**src/design/ata_host_map.vh**
```
// Register offsets, field positions and reset values of the drive host port
`ifndef ATA_HOST_MAP_VH
`define ATA_HOST_MAP_VH
`define OFF_CTRL 8'h00
`define OFF_STAT 8'h04
`define OFF_IRQ_EN 8'h08
`define OFF_PIO_TIM 8'h0C
`define OFF_MDMA_TIM 8'h10
`define OFF_UDMA_TIM 8'h14
`define OFF_DMA_BASE 8'h18
`define OFF_DMA_LEN 8'h1C
`define OFF_CTRL2 8'h20
`define OFF_PIN_LVL 8'h24
`define OFF_BYTE_ORD 8'h28
`define OFF_PIO_RESULT 8'h2C
`define TASK_WIN_LO 8'h40
`define TASK_WIN_HI 8'h7C
`define CTRL_DMA_START 0
`define CTRL_DMA_OUT 1
`define CTRL_ULTRA 2
`define CTRL_SLAVE 3
`define CTRL_DRV_RESET 4
`define CTRL2_INTERFACE_ENABLE_BIT 0
`define STAT_DONE 0
`define STAT_INTRQ 1
`define STAT_RUN 2
`define STAT_PIO_BUSY 3
`define TIM_ACT_LSB 0
`define TIM_REC_LSB 8
`define TIM_SLAVE_LSB 16
`define TIM_RST 32'h0000_0000
`define STAT_WIDTH 4
`endif

```
**src/design/ata_fifo_ram.v**
```verilog
// Small two-port word store for the transfer FIFO, registered read data
`timescale 1ns/100ps
module ata_fifo_ram #(
    parameter AW = 4,
    parameter DW = 16
) (
    input wire ref_clk_i,
    input wire wr_en_i,
    input wire [AW-1:0] wr_addr_i,
    input wire [DW-1:0] wr_data_i,
    input wire [AW-1:0] rd_addr_i,
    output reg [DW-1:0] rd_data_o
);
    reg [DW-1:0] mem [0:(1<<AW)-1];

    always @(posedge ref_clk_i) begin
        if (wr_en_i) begin
            mem[wr_addr_i] <= wr_data_i;
        end
        rd_data_o <= mem[rd_addr_i];
    end
endmodule // ata_fifo_ram

```
**src/design/ata_host.v**
```verilog
// Host port for one ATA/ATAPI channel: task file window, PIO and DMA engine
//
// The implementer's own choices: the plain strobed port and the register addresses.
`timescale 1ns/100ps
`include "ata_host_map.vh"
// Notes on behaviour
// - Drive interrupt is taken as a level, never as an edge.
// - Data register carries 16 bits; other task registers carry 8 bits.
// - All control and status bits are active high.
// - Each interrupt enable bit gates its matching status bit.
// - Timing fields count cycles of the bus clock.
// - Master and slave timing sets; the selected drive's set applies.
// - DMA base address register never changes; progress kept elsewhere.
// - Memory side of each DMA targets SDRAM addresses.
// - DMA length register never changes; remaining count kept elsewhere.
// - FIFO sustains multiword and ultra DMA data rates.
// - Task window access becomes a drive cycle on chip selects and addresses.
// - PIO modes 0-4, multiword DMA 0-2, ultra DMA 0-2 supported.
// - DMA data uses the memory bus; PIO uses the register port.
// - DMA needs no CPU; the CPU performs each PIO access.
// - Direction low while sending data to the drive, otherwise high.
// - Direction also low while sending the CRC word after ultra data-in.
// - One primary channel with a master and a slave drive.
module ata_host #(
    parameter FIFO_AW = 4,
    parameter [31:0] SDRAM_BASE = 32'h0000_0000,
    parameter [31:0] SDRAM_MASK = 32'h00FF_FFFF,
    parameter [15:0] CRC_SEED = 16'hFFFF
) (
    input wire ref_clk_i,
    input wire rst_n_i,
    input wire [7:0] reg_addr_i,
    input wire [31:0] reg_wdata_i,
    input wire reg_we_i,
    input wire reg_re_i,
    output reg [31:0] reg_rdata_o,
    output wire irq_o,
    output reg mem_req_o,
    output reg mem_we_o,
    output reg [31:0] mem_addr_o,
    output reg [15:0] mem_wdata_o,
    input wire [15:0] mem_rdata_i,
    input wire mem_ack_i,
    input wire [15:0] drive_data_i,
    output reg [15:0] drive_data_o,
    output reg drive_data_oe_n_o,
    output reg drive_select_lo_n_o,
    output reg drive_select_hi_n_o,
    output reg [2:0] drive_reg_addr_o,
    output reg dior_n_o,
    output reg diow_n_o,
    output reg dmack_n_o,
    output reg direction_o,
    output reg drive_reset_n_o,
    input wire iordy_i,
    input wire intrq_i,
    input wire dmarq_i
);
    localparam [4:0] D_IDLE = 5'h01;
    localparam [4:0] D_ASSERT = 5'h02;
    localparam [4:0] D_ACTIVE = 5'h04;
    localparam [4:0] D_RECOV = 5'h08;
    localparam [4:0] D_WAIT = 5'h10;

    function [15:0] swap16;
        input [15:0] w;
        input en;
        begin
            swap16 = en ? {w[7:0], w[15:8]} : w;
        end
    endfunction

    function [15:0] pick_time;
        input [31:0] tim;
        input slave;
        begin
            pick_time = slave ? tim[`TIM_SLAVE_LSB+15:`TIM_SLAVE_LSB] : tim[15:0];
        end
    endfunction

    function [15:0] crc_step;
        input [15:0] crc;
        input [15:0] w;
        integer i;
        reg [15:0] c;
        begin
            c = crc;
            for (i = 15; i >= 0; i = i - 1) begin
                c = (c[15] ^ w[i]) ? ({c[14:0], 1'b0} ^ 16'h1021) : {c[14:0], 1'b0};
            end
            crc_step = c;
        end
    endfunction

    // Pins pass four flops; stages two and three must agree
    reg [2:0] sync1;
    reg [2:0] sync2;
    reg [2:0] sync3;
    reg [2:0] pin_f;
    wire intrq_f = pin_f[0];
    wire iordy_f = pin_f[1];
    wire dmarq_f = pin_f[2];

    always @(posedge ref_clk_i or negedge rst_n_i) begin
        if (!rst_n_i) begin
            sync1 <= 3'h0;
            sync2 <= 3'h0;
            sync3 <= 3'h0;
            pin_f <= 3'h0;
        end else begin
            sync1 <= {dmarq_i, iordy_i, intrq_i};
            sync2 <= sync1;
            sync3 <= sync2;
            if (sync2 == sync3) begin
                pin_f <= sync3;
            end
        end
    end

    reg [31:0] ctrl;
    reg [31:0] ctrl2;
    reg [`STAT_WIDTH-1:0] irq_en;
    reg [31:0] pio_tim;
    reg [31:0] mdma_tim;
    reg [31:0] udma_tim;
    reg [31:0] dma_base;
    reg [31:0] dma_len;
    reg byte_ord;
    reg [15:0] pio_result;
    reg done_flag;
    reg dma_run;
    reg dma_out;
    reg dma_ultra;
    reg [30:0] words_left;
    reg [15:0] crc;
    reg crc_pend;
    reg pio_pend;
    reg pio_wr;
    reg [3:0] pio_idx;
    reg [15:0] pio_wdata;
    reg [4:0] dstate;
    reg [7:0] cnt;
    reg cyc_dma;
    reg cyc_wr;
    reg [7:0] cyc_rec;
    reg [30:0] fetch_left;
    reg [31:0] addr_cnt;
    reg mem_gap;
    reg fifo_settled;
    reg [FIFO_AW:0] wr_ptr;
    reg [FIFO_AW:0] rd_ptr;
    wire [15:0] ram_q;

    wire if_en = ctrl2[`CTRL2_INTERFACE_ENABLE_BIT];
    wire slave = ctrl[`CTRL_SLAVE];
    wire fifo_empty = (wr_ptr == rd_ptr);
    wire fifo_avail = !fifo_empty && fifo_settled;
    wire fifo_full = (wr_ptr[FIFO_AW] != rd_ptr[FIFO_AW]) &&
        (wr_ptr[FIFO_AW-1:0] == rd_ptr[FIFO_AW-1:0]);
    wire in_window = (reg_addr_i >= `TASK_WIN_LO) && (reg_addr_i <= `TASK_WIN_HI);
    wire [15:0] t_pio = pick_time(pio_tim, slave);
    wire [15:0] t_dma = dma_ultra ? pick_time(udma_tim, slave) : pick_time(mdma_tim, slave);
    wire [`STAT_WIDTH-1:0] status = {pio_pend, dma_run, intrq_f, done_flag};
    wire dma_ready = dma_run && dmarq_f && (words_left != 31'h0) &&
        (dma_out ? fifo_avail : !fifo_full);
    wire crc_ready = dma_run && dmarq_f && crc_pend && (words_left == 31'h0);
    wire dma_finish = dma_run && (words_left == 31'h0) && !crc_pend &&
        (dma_out || (fifo_empty && !mem_req_o));
    wire drv_capture = (dstate == D_ACTIVE) && (cnt == 8'h00) && (cyc_dma || iordy_f);
    wire push = dma_out ? (mem_req_o && mem_ack_i) : (drv_capture && cyc_dma && !cyc_wr);
    wire pop = dma_out ? (drv_capture && cyc_dma && cyc_wr && !crc_pend) :
        (mem_req_o && mem_ack_i);
    wire [15:0] push_data = dma_out ? swap16(mem_rdata_i, byte_ord) : drive_data_i;

    assign irq_o = |(status & irq_en);

    ata_fifo_ram #(
        .AW(FIFO_AW),
        .DW(16)
    ) u_ram (
        .ref_clk_i(ref_clk_i),
        .wr_en_i(push),
        .wr_addr_i(wr_ptr[FIFO_AW-1:0]),
        .wr_data_i(push_data),
        .rd_addr_i(rd_ptr[FIFO_AW-1:0]),
        .rd_data_o(ram_q)
    );

    always @(posedge ref_clk_i or negedge rst_n_i) begin
        if (!rst_n_i) begin
            wr_ptr <= {(FIFO_AW+1){1'b0}};
            rd_ptr <= {(FIFO_AW+1){1'b0}};
            fifo_settled <= 1'b0;
        end else if (!dma_run) begin
            wr_ptr <= {(FIFO_AW+1){1'b0}};
            rd_ptr <= {(FIFO_AW+1){1'b0}};
            fifo_settled <= 1'b0;
        end else begin
            fifo_settled <= !fifo_empty;
            if (push) begin
                wr_ptr <= wr_ptr + 1'b1;
            end
            if (pop) begin
                rd_ptr <= rd_ptr + 1'b1;
            end
        end
    end

    // Memory side; a gap after each ack lets the FIFO read settle
    always @(posedge ref_clk_i or negedge rst_n_i) begin
        if (!rst_n_i) begin
            mem_req_o <= 1'b0;
            mem_we_o <= 1'b0;
            mem_addr_o <= 32'h0;
            mem_wdata_o <= 16'h0;
            fetch_left <= 31'h0;
            addr_cnt <= 32'h0;
            mem_gap <= 1'b0;
        end else if (reg_we_i && (reg_addr_i == `OFF_CTRL) && !dma_run &&
            reg_wdata_i[`CTRL_DMA_START] && if_en) begin
            addr_cnt <= dma_base;
            fetch_left <= dma_len[31:1];
            mem_req_o <= 1'b0;
            mem_gap <= 1'b0;
        end else begin
            mem_gap <= 1'b0;
            if (mem_req_o) begin
                if (mem_ack_i) begin
                    mem_req_o <= 1'b0;
                    mem_gap <= 1'b1;
                    addr_cnt <= addr_cnt + 32'h2;
                end
            end else if (dma_run && !mem_gap) begin
                if (dma_out && !fifo_full && (fetch_left != 31'h0)) begin
                    mem_req_o <= 1'b1;
                    mem_we_o <= 1'b0;
                    mem_addr_o <= SDRAM_BASE | (addr_cnt & SDRAM_MASK);
                    fetch_left <= fetch_left - 31'h1;
                end else if (!dma_out && fifo_avail) begin
                    mem_req_o <= 1'b1;
                    mem_we_o <= 1'b1;
                    mem_addr_o <= SDRAM_BASE | (addr_cnt & SDRAM_MASK);
                    mem_wdata_o <= swap16(ram_q, byte_ord);
                end
            end
        end
    end

    always @(posedge ref_clk_i or negedge rst_n_i) begin
        if (!rst_n_i) begin
            reg_rdata_o <= 32'h0;
            ctrl <= 32'h0;
            ctrl2 <= 32'h0;
            irq_en <= {`STAT_WIDTH{1'b0}};
            pio_tim <= `TIM_RST;
            mdma_tim <= `TIM_RST;
            udma_tim <= `TIM_RST;
            dma_base <= 32'h0;
            dma_len <= 32'h0;
            byte_ord <= 1'b0;
            pio_result <= 16'h0;
            done_flag <= 1'b0;
            dma_run <= 1'b0;
            dma_out <= 1'b0;
            dma_ultra <= 1'b0;
            words_left <= 31'h0;
            crc <= 16'h0000;
            crc_pend <= 1'b0;
            pio_pend <= 1'b0;
            pio_wr <= 1'b0;
            pio_idx <= 4'h0;
            pio_wdata <= 16'h0000;
            dstate <= D_IDLE;
            cnt <= 8'h00;
            cyc_dma <= 1'b0;
            cyc_wr <= 1'b0;
            cyc_rec <= 8'h00;
            drive_data_o <= 16'h0000;
            drive_data_oe_n_o <= 1'b1;
            drive_select_lo_n_o <= 1'b1;
            drive_select_hi_n_o <= 1'b1;
            drive_reg_addr_o <= 3'h0;
            dior_n_o <= 1'b1;
            diow_n_o <= 1'b1;
            dmack_n_o <= 1'b1;
            direction_o <= 1'b1;
            drive_reset_n_o <= 1'b1;
        end else begin
            drive_reset_n_o <= !ctrl[`CTRL_DRV_RESET];
            if (dma_finish) begin
                dma_run <= 1'b0;
                done_flag <= 1'b1;
            end else if (reg_we_i && (reg_addr_i == `OFF_STAT) && reg_wdata_i[`STAT_DONE]) begin
                done_flag <= 1'b0;
            end
            reg_rdata_o <= 32'h0;
            if (reg_re_i) begin
                if (reg_addr_i == `OFF_CTRL) begin
                    reg_rdata_o <= ctrl;
                end else if (reg_addr_i == `OFF_STAT) begin
                    reg_rdata_o <= {{(32-`STAT_WIDTH){1'b0}}, status};
                end else if (reg_addr_i == `OFF_IRQ_EN) begin
                    reg_rdata_o <= {{(32-`STAT_WIDTH){1'b0}}, irq_en};
                end else if (reg_addr_i == `OFF_PIO_TIM) begin
                    reg_rdata_o <= pio_tim;
                end else if (reg_addr_i == `OFF_MDMA_TIM) begin
                    reg_rdata_o <= mdma_tim;
                end else if (reg_addr_i == `OFF_UDMA_TIM) begin
                    reg_rdata_o <= udma_tim;
                end else if (reg_addr_i == `OFF_DMA_BASE) begin
                    reg_rdata_o <= dma_base;
                end else if (reg_addr_i == `OFF_DMA_LEN) begin
                    reg_rdata_o <= dma_len;
                end else if (reg_addr_i == `OFF_CTRL2) begin
                    reg_rdata_o <= ctrl2;
                end else if (reg_addr_i == `OFF_PIN_LVL) begin
                    reg_rdata_o <= {29'h0, pin_f};
                end else if (reg_addr_i == `OFF_BYTE_ORD) begin
                    reg_rdata_o <= {31'h0, byte_ord};
                end else if (reg_addr_i == `OFF_PIO_RESULT || in_window) begin
                    reg_rdata_o <= {16'h0, pio_result};
                end
            end
            if (reg_we_i) begin
                if (reg_addr_i == `OFF_CTRL) begin
                    ctrl <= reg_wdata_i & 32'h1E;
                    if (reg_wdata_i[`CTRL_DMA_START] && !dma_run && if_en) begin
                        dma_run <= 1'b1;
                        dma_out <= reg_wdata_i[`CTRL_DMA_OUT];
                        dma_ultra <= reg_wdata_i[`CTRL_ULTRA];
                        words_left <= dma_len[31:1];
                        crc <= CRC_SEED;
                        crc_pend <= reg_wdata_i[`CTRL_ULTRA] && !reg_wdata_i[`CTRL_DMA_OUT];
                    end
                end else if (reg_addr_i == `OFF_IRQ_EN) begin
                    irq_en <= reg_wdata_i[`STAT_WIDTH-1:0];
                end else if (reg_addr_i == `OFF_PIO_TIM) begin
                    pio_tim <= reg_wdata_i;
                end else if (reg_addr_i == `OFF_MDMA_TIM) begin
                    mdma_tim <= reg_wdata_i;
                end else if (reg_addr_i == `OFF_UDMA_TIM) begin
                    udma_tim <= reg_wdata_i;
                end else if (reg_addr_i == `OFF_DMA_BASE) begin
                    dma_base <= reg_wdata_i;
                end else if (reg_addr_i == `OFF_DMA_LEN) begin
                    dma_len <= reg_wdata_i;
                end else if (reg_addr_i == `OFF_CTRL2) begin
                    ctrl2 <= {31'h0, reg_wdata_i[`CTRL2_INTERFACE_ENABLE_BIT]};
                end else if (reg_addr_i == `OFF_BYTE_ORD) begin
                    byte_ord <= reg_wdata_i[0];
                end
            end
            // One pending task access; more are dropped while busy
            if ((reg_we_i || reg_re_i) && in_window && !pio_pend && if_en) begin
                pio_pend <= 1'b1;
                pio_wr <= reg_we_i;
                pio_idx <= reg_addr_i[5:2];
                pio_wdata <= (reg_addr_i[5:2] == 4'h0) ? reg_wdata_i[15:0] :
                    {8'h00, reg_wdata_i[7:0]};
            end
            case (dstate)
                D_IDLE: begin
                    if (if_en && pio_pend) begin
                        cyc_dma <= 1'b0;
                        cyc_wr <= pio_wr;
                        cnt <= t_pio[`TIM_ACT_LSB+7:`TIM_ACT_LSB];
                        cyc_rec <= t_pio[`TIM_REC_LSB+7:`TIM_REC_LSB];
                        drive_select_lo_n_o <= pio_idx[3];
                        drive_select_hi_n_o <= !pio_idx[3];
                        drive_reg_addr_o <= pio_idx[2:0];
                        drive_data_o <= pio_wdata;
                        drive_data_oe_n_o <= !pio_wr;
                        direction_o <= !pio_wr;
                        dstate <= D_ASSERT;
                    end else if (if_en && (dma_ready || crc_ready)) begin
                        cyc_dma <= 1'b1;
                        cyc_wr <= dma_out || crc_ready;
                        cnt <= t_dma[`TIM_ACT_LSB+7:`TIM_ACT_LSB];
                        cyc_rec <= t_dma[`TIM_REC_LSB+7:`TIM_REC_LSB];
                        dmack_n_o <= 1'b0;
                        drive_data_o <= crc_ready ? crc : swap16(ram_q, byte_ord);
                        drive_data_oe_n_o <= !(dma_out || crc_ready);
                        direction_o <= !(dma_out || crc_ready);
                        dstate <= D_ASSERT;
                    end
                end
                D_ASSERT: begin
                    dior_n_o <= cyc_wr;
                    diow_n_o <= !cyc_wr;
                    dstate <= D_ACTIVE;
                end
                D_ACTIVE: begin
                    if (cnt != 8'h00) begin
                        cnt <= cnt - 8'h01;
                    end else if (cyc_dma || iordy_f) begin
                        dior_n_o <= 1'b1;
                        diow_n_o <= 1'b1;
                        cnt <= cyc_rec;
                        dstate <= D_RECOV;
                        if (!cyc_dma) begin
                            pio_pend <= 1'b0;
                            if (!cyc_wr) begin
                                pio_result <= (pio_idx == 4'h0) ? drive_data_i :
                                    {8'h00, drive_data_i[7:0]};
                            end
                        end else if (crc_pend && words_left == 31'h0) begin
                            crc_pend <= 1'b0;
                        end else begin
                            words_left <= words_left - 31'h1;
                            crc <= crc_step(crc, cyc_wr ? drive_data_o : drive_data_i);
                        end
                    end
                end
                D_RECOV: begin
                    drive_data_oe_n_o <= 1'b1;
                    direction_o <= 1'b1;
                    if (cnt != 8'h00) begin
                        cnt <= cnt - 8'h01;
                    end else begin
                        drive_select_lo_n_o <= 1'b1;
                        drive_select_hi_n_o <= 1'b1;
                        dmack_n_o <= 1'b1;
                        dstate <= D_WAIT;
                    end
                end
                D_WAIT: begin
                    dstate <= D_IDLE;
                end
                default: begin
                    dstate <= D_IDLE;
                end
            endcase
        end
    end
endmodule // ata_host

```
**config.mk**
```make
export PLATFORM = sky130hd
export DESIGN_NAME = ata_host
export DESIGN_NICKNAME = d
export VERILOG_FILES = /design/src/design/ata_fifo_ram.v /design/src/design/ata_host.v
export VERILOG_INCLUDE_DIRS = /design/src /design/src/design
export SDC_FILE = /design/constraint.sdc
export NUM_CORES = 1
export LEC_CHECK = 0
export BUFFER_PORTS_ARGS = -buffer_cell sky130_fd_sc_hd__buf_2
export CORE_MARGIN = 1
export CORE_UTILIZATION = 42
export CTS_CLUSTER_DIAMETER = 80
export DETAILED_ROUTE_END_ITERATION = 6
export GPL_TIMING_DRIVEN = 1
export PLACE_DENSITY = 0.65
export SYNTH_ARGS = -nofsm -noshare
export SYNTH_HDL_FRONTEND = slang
export SYNTH_SLANG_ARGS = --single-unit
```
**constraint.sdc**
```tcl
create_clock -name ref_clk_i -period 4.8 [get_ports ref_clk_i]
set_input_delay 0.96 -clock ref_clk_i [delete_from_list [all_inputs] [get_ports ref_clk_i]]
set_output_delay 0.96 -clock ref_clk_i [all_outputs]
set_load 0.1 [all_outputs]
```
### After elaboration in Yosys (flattened, before gate mapping)

Memories as Yosys holds them, arrays and structs flattened. A register that Yosys moved wholly into a read port is not among the register bits.
Cells that the tools add are included.

* $add $sub $neg: 6
* multipliers: 0
* div/mod/pow operators: 0
* $lt $le $gt $ge: 2
* equality and inequality tests: 31
* shifts and indexed selects: 0
* multiplexer cells: 140
* bitwise operators: 47
* reduce and logical (&&, ||, !) cells: 100

Operator list (number)
* 2-to-1 mux 32 bit: 14
* 2-to-1 mux 16 bit: 25
* 2-to-1 mux 31 bit: 12
* 2-to-1 mux 13 bit: 16
* nonzero test 31 bit: 2
* subtractor 31 x 1 -> 31 bit, second input constant: 2
* 2-to-1 mux 8 bit: 7
* 2-to-1 mux 1 bit: 49
* inverter 3 bit: 16
* 2-to-1 mux 5 bit: 9
* logical AND 1 bit: 38
* adder 32 x 2 -> 32 bit, second input constant: 1
* equality test 8 x 5 -> 1 bit, second input constant: 4
* equality test 8 x 6 -> 1 bit, second input constant: 4
* logical NOT 31 bit: 1
* one-hot mux 8 bit (3 select lines): 1
* one-hot mux 5 bit (4 select lines): 1
* AND reduction 4 bit: 5
* nonzero test 2 bit: 9
* equality test 8 x 4 -> 1 bit, second input constant: 2
* logical NOT 8 bit: 2
* bitwise XOR 1 bit: 16
* AND reduction 3 bit: 5
* AND reduction 5 bit: 3
* other kinds (32): 82

* register bits after elaboration: 478
* bits in latches: 0
* RAM bits: 256
* bits in read-only memories: 0
* bits of input ports: 80
* word-level logic and storage cells: 377
* memories kept: 1

Memories
* u_ram.mem: words 16, width 16, rd ports 1, clocked after Yosys merged registers in 1, write ports 1, RTL line ata_fifo_ram.v:14 `reg [DW-1:0] mem [0:(1<<AW)-1];`

### Longest topological paths before layout

* depth in word-level cells: 38
* gate-level depth with buffers: 11
* depth with buffers taken out: 8

### Modules after synthesis

From an unflattened synthesis, not the netlist that was laid out.

* cells, all modules: 2571
* area total of the unflattened synthesis: 33353.2 µm²

Modules (own cells, without submodules)
* ata_host: times used 1, cells each 2139, area each 23309.9 µm²
* ata_fifo_ram: times used 1, cells each 432, area each 10043.4 µm²

### Worst setup path before layout

No wires, ideal clock.

* path type: reg-to-reg
* start point: reg cnt[0]
* end point: mem u_ram.mem[0][0], enable pin
* data arrival time: 2910 ps
* slack: 1480 ps
* cell stages (with the launch flop): 8
* buffers on the path: 0
* clock period less this slack: 3320 ps
* cell sequence: dfrtp_1 inv_1 ha_1 nor3b_1 nand4_1 o41ai_4 nand2_1 nor3_1

* word-level cells in the longest chain between the ends: 8

Ends and longest elaborated chain
* start, declared: RTL line ata_host.v:142 `reg [7:0] cnt;`
* start signal, assigned: RTL line ata_host.v:366 `` cnt <= t_pio[`TIM_ACT_LSB+7:`TIM_ACT_LSB]; ``
* start signal, assigned: RTL line ata_host.v:378 `` cnt <= t_dma[`TIM_ACT_LSB+7:`TIM_ACT_LSB]; ``
* start signal, assigned: RTL line ata_host.v:394 `cnt <= cnt - 8'h01;`
* logical NOT 8 bit: RTL line ata_host.v:169 `wire drv_capture = (dstate == D_ACTIVE) && (cnt == 8'h00) && (cyc_dma || iordy_f);`
* logical AND 1 bit (2 in series): RTL line ata_host.v:169
* logical AND 1 bit (2 in series): RTL line ata_host.v:170 `wire push = dma_out ? (mem_req_o && mem_ack_i) : (drv_capture && cyc_dma && !cyc_wr);`
* 2-to-1 mux 1 bit: RTL line ata_host.v:170
* 2-to-1 mux 1 bit: RTL line ata_fifo_ram.v:17 `if (wr_en_i) begin`
* 2-to-1 mux 1 bit (not written as such): RTL line ata_fifo_ram.v:18 `mem[wr_addr_i] <= wr_data_i;`
* end, declared: RTL line ata_fifo_ram.v:14

No other way between the ends.

### Worst setup path after layout

* start point: reg dma_run
* end point: reg fetch_left[11]

* word-level cells in the longest chain between the ends: 6
* elaborated cells on any way between the ends: 10
* those cells by class: eq/ne (1); mux (1); reduce/logical (8)

Ends and longest elaborated chain
* start, declared: RTL line ata_host.v:131 `reg dma_run;`
* start signal, assigned: RTL line ata_host.v:263 `dma_run <= 1'b0;`
* start signal, assigned: RTL line ata_host.v:291 `dma_run <= 1'b0;`
* start signal, assigned: RTL line ata_host.v:328 `dma_run <= 1'b1;`
* logical NOT 1 bit: RTL line ata_host.v:219 `` end else if (reg_we_i && (reg_addr_i == `OFF_CTRL) && !dma_run && ``
* logical AND 1 bit (3 in series): RTL line ata_host.v:219
* != test 2 x 1 -> 1 bit (no source line) / nonzero test 2 bit (equally long branches)
* AND reduction 3 bit (no source line)
* end signal, assigned: RTL line ata_host.v:222 `fetch_left <= dma_len[31:1];`
* end signal, assigned: RTL line ata_host.v:238 `fetch_left <= fetch_left - 31'h1;`
* end, declared: RTL line ata_host.v:146 `reg [30:0] fetch_left;`

Several ways; a longest one is shown, not always the timed one.
A chain may end at the register's enable or synchronous reset.

==> reports/metrics.csv <==
metric;value;unit
cp.buffers_inverters;1;
cts-hold-fix-buffers;0;
grt_pass1_vias;22946;
synthDistinctLibCells;97;
clk_pin_slew;0.06;ns
fin_setup_tns;0;ns
vias_per_cell;6.11;
avgSynthCellArea;13.3;sq um
min_period_over_period;0.722;
drt_iter0_markers;2838;
clock-sinks;734;
core;0.0780;sq mm
fin_crit;3.47;ns
post_cts_buffers;0;
nets;2774;
worstHoldStart;sync1[1];
dp_hpwl;71.0;mm
fp-row-count;102;
antenna_found_initial;7;
worstReg2RegEnd;fetch_left[11];
cts_tree;done;
drc;0;
crit_family;compound AO/OA/AOI/OAI gates;
p_total;14.5;mW
htreeDepth;3;
cts.path.max_buffers;3;
ir_drop;0.000365;V
finalSetupViolations;0;
ios;190;
synthFlopType;dfrtp_1;
die_x;284;microns
syn_inst;2503;
p_switching;3.94;mW
cp_slowest_cell;o21ai_1;
grt_pass1_wl;154;mm
maxSlewViolCount;0;
yosysSeqAreaShare;0.588;
hold_path_depth;0;
gr-total-overflow;0;
ys_ff_latch;734;
cp_cell_sequence;inv_1 -> nor3_1 -> o211ai_1 -> o21ai_1 -> o21ai_0 -> a221o_1;
p_leak;15.7;nW
grt_usage;0.257;
rr_startpoint;dma_run;
combinationalPowerShare;0.107;
clkLatencyLatePin;0.67;ns
syn-cell-area;0.0333;sq mm
clkPwrFrac;0.415;
totalWireLength;103;mm
cts-root-buf;clkbuf_16;
die_h;284;microns
drive_gt1_frac;0.274;
antenna_left;0;
place_inst;3643;
cp_max_fo;17;
cp.required;5.32;ns
hp-class;register to register;
dr.pass1.iters;6;
ff2ff_setup_slack;1.33;ns
async_flop_share;0.629;
intPower;10.5;mW
cts_buffers;79;
reg2regPathDepth;6;
io_buffers;181;
status;complete, no violations;
worstMarginPinSlew;1.17;ns
dieArea;0.0804;sq mm
power_frac_seq;0.477;
timing.slew.headroom;0.214;
max_stage_delay;1.02;ns
ys_warn_count;0;
finalNonFillerCells;3785;
globalplace.congestion;0.997;
maxCapViolations;0;
powerDensity;381;mW/mm^2
start_kind;register;
worstPathArrival;3.99;ns
vias;23127;
holdPathEnd;sync2[1];
endpoint_kind;register;
post_cts_resized;0;
initial_utilization;0.427;
fmax;288;MHz
routedWlPerCell;27.3;microns
skew;0.0618;ns
rsz0062_at_grt;no;
hold_viol_final;0;
grt_max_degree;100;
crit_type;register to register;
synth-edff-count;256;
swShare;0.272;
syn_to_final_growth;14.2;%
final_common_cell;dfrtp_1;
mostFrequentLayoutCells;dfrtp_1, edfxtp_1, mux2_2, buf_2, nor2_1;
==> cells in the mapped netlist, drive strengths merged (6+ instances only) <==
library cell / instances / area [sq um]
o211ai: 18 / 135
mux2i: 85 / 851
nand3: 36 / 180
a211oi: 25 / 188
a31oi: 9 / 56.3
o22ai: 40 / 250
and3: 19 / 119
mux4: 96 / 2160
nand2: 146 / 556
o211a: 6 / 60.1
dfstp: 8 / 210
a21o: 14 / 105
and2: 21 / 131
mux2: 258 / 2910
a22oi: 16 / 120
nor3: 77 / 402
nand2b: 11 / 68.8
or2: 7 / 43.8
a32oi: 10 / 87.6
a221o: 14 / 140
or4: 11 / 86.3
xor2: 30 / 270
a21oi: 101 / 509
xnor2: 51 / 477
edfxtp: 256 / 7690
nand4: 18 / 113
nor2: 151 / 582
o31ai: 12 / 95.1
dfrtp: 454 / 11400
inv: 52 / 195
buf: 72 / 403
clkbuf: 79 / 297
dfxtp: 16 / 320
o221ai: 6 / 52.6
a221oi: 18 / 158
and4: 6 / 52.6
o311ai: 7 / 61.3
o21a: 8 / 60.1
nor4: 18 / 153
ha: 10 / 125
o21ai: 115 / 579
or3: 26 / 174
a22o: 11 / 96.3
==> cells by family after synthesis <==
group / synth area share
compound gates: 0.0921
flops: 0.588
fa+ha+maj: 0.00376
simple gates: 0.0859
buf+inv: 0.0269
xor+xnor: 0.0258
mux: 0.178
other cells: 0.000113
==> metrics by stage <==
stage / utilization / hold slack [ns] / area [sq um] / setup slack (ns)
final: 0.488 / 0.346 / 38000 / 1.33
after global routing: 0.488 / 0.348 / 38000 / 1.07
after CTS: 0.488 / 0.349 / 38000 / 1.34
after detailed placement: 0.455 / 0.342 / 35500 / 0.873
after global placement: 0.455 / 0.338 / 35500 / 0.996
after floorplan: - / 0.331 / 33300 / 1.48
==> power groups by stage <==
stage                     combinational [mW]  clock [mW]  sequential (mW)
after global routing                    1.66        6.34             6.93
after CTS                               1.54        6.09             6.90
after detailed placement                1.53           0             7.02
after global placement                  1.51           0             7.02
after floorplan                        0.881           0             7.14
final                                   1.55        6.01             6.91
==> cell type report <==
| class | instances | area, sq um |
|---|---|---|
| clock buffers | 100 | 2120 |
| fillers | 6734 | 39900 |
| well taps | 1040 | 1300 |
| repair buffers | 244 | 1450 |
| diodes | 4 | 10.0 |
| clock inverters | 38 | 447 |
| inverters | 52 | 195 |
| multi-input cells | 1573 | 12900 |
| flip-flops and latches | 734 | 19600 |
==> worst max-delay path by stage <==
stage / from / end / slack, ns / cells past startpoint
CTS: dma_run / fetch_left[11] / 1.34 / 6
global route: dma_run / fetch_left[11] / 1.07 / 6
floorplan: cnt[0] / u_ram.mem[0][0] / 1.48 / 7
finish: dma_run / fetch_left[11] / 1.33 / 6
global placement: reg_addr_i[4] / fetch_left[11] / 1.0 / 7
detailed placement: reg_addr_i[2] / reg_rdata_o[15] / 0.87 / 8
==> registers in the layout, summed over array words and instances, names as in the netlist, 5 cells and up <==
register	count
mdma_tim	32
dstate	5
drive_data_o	16
rd_ptr	5
mem_wdata_o	16
pio_result	16
addr_cnt	24
dma_base	32
crc	16
fetch_left	31
wr_ptr	5
pio_tim	32
dma_len	32
cnt	8
reg_rdata_o	32
mem_addr_o	24
udma_tim	32
u_ram.rd_data_o	16
u_ram.mem	256
cyc_rec	8
pio_wdata	16
words_left	31
==> per-layer routing <==
| metal | vias to the layer above | track usage | part of all wire |
|---|---|---|---|
| li1 | 9805 | - | - |
| met5 | - | 0 | 0.00026 |
| met3 | 205 | 0.0542 | 0.091 |
| met4 | 4 | 0.0970 | 0.039 |
| met1 | 11886 | 0.363 | 0.42 |
| met2 | 1227 | 0.388 | 0.45 |
Note: power is estimated with default switching activity, not from simulation.
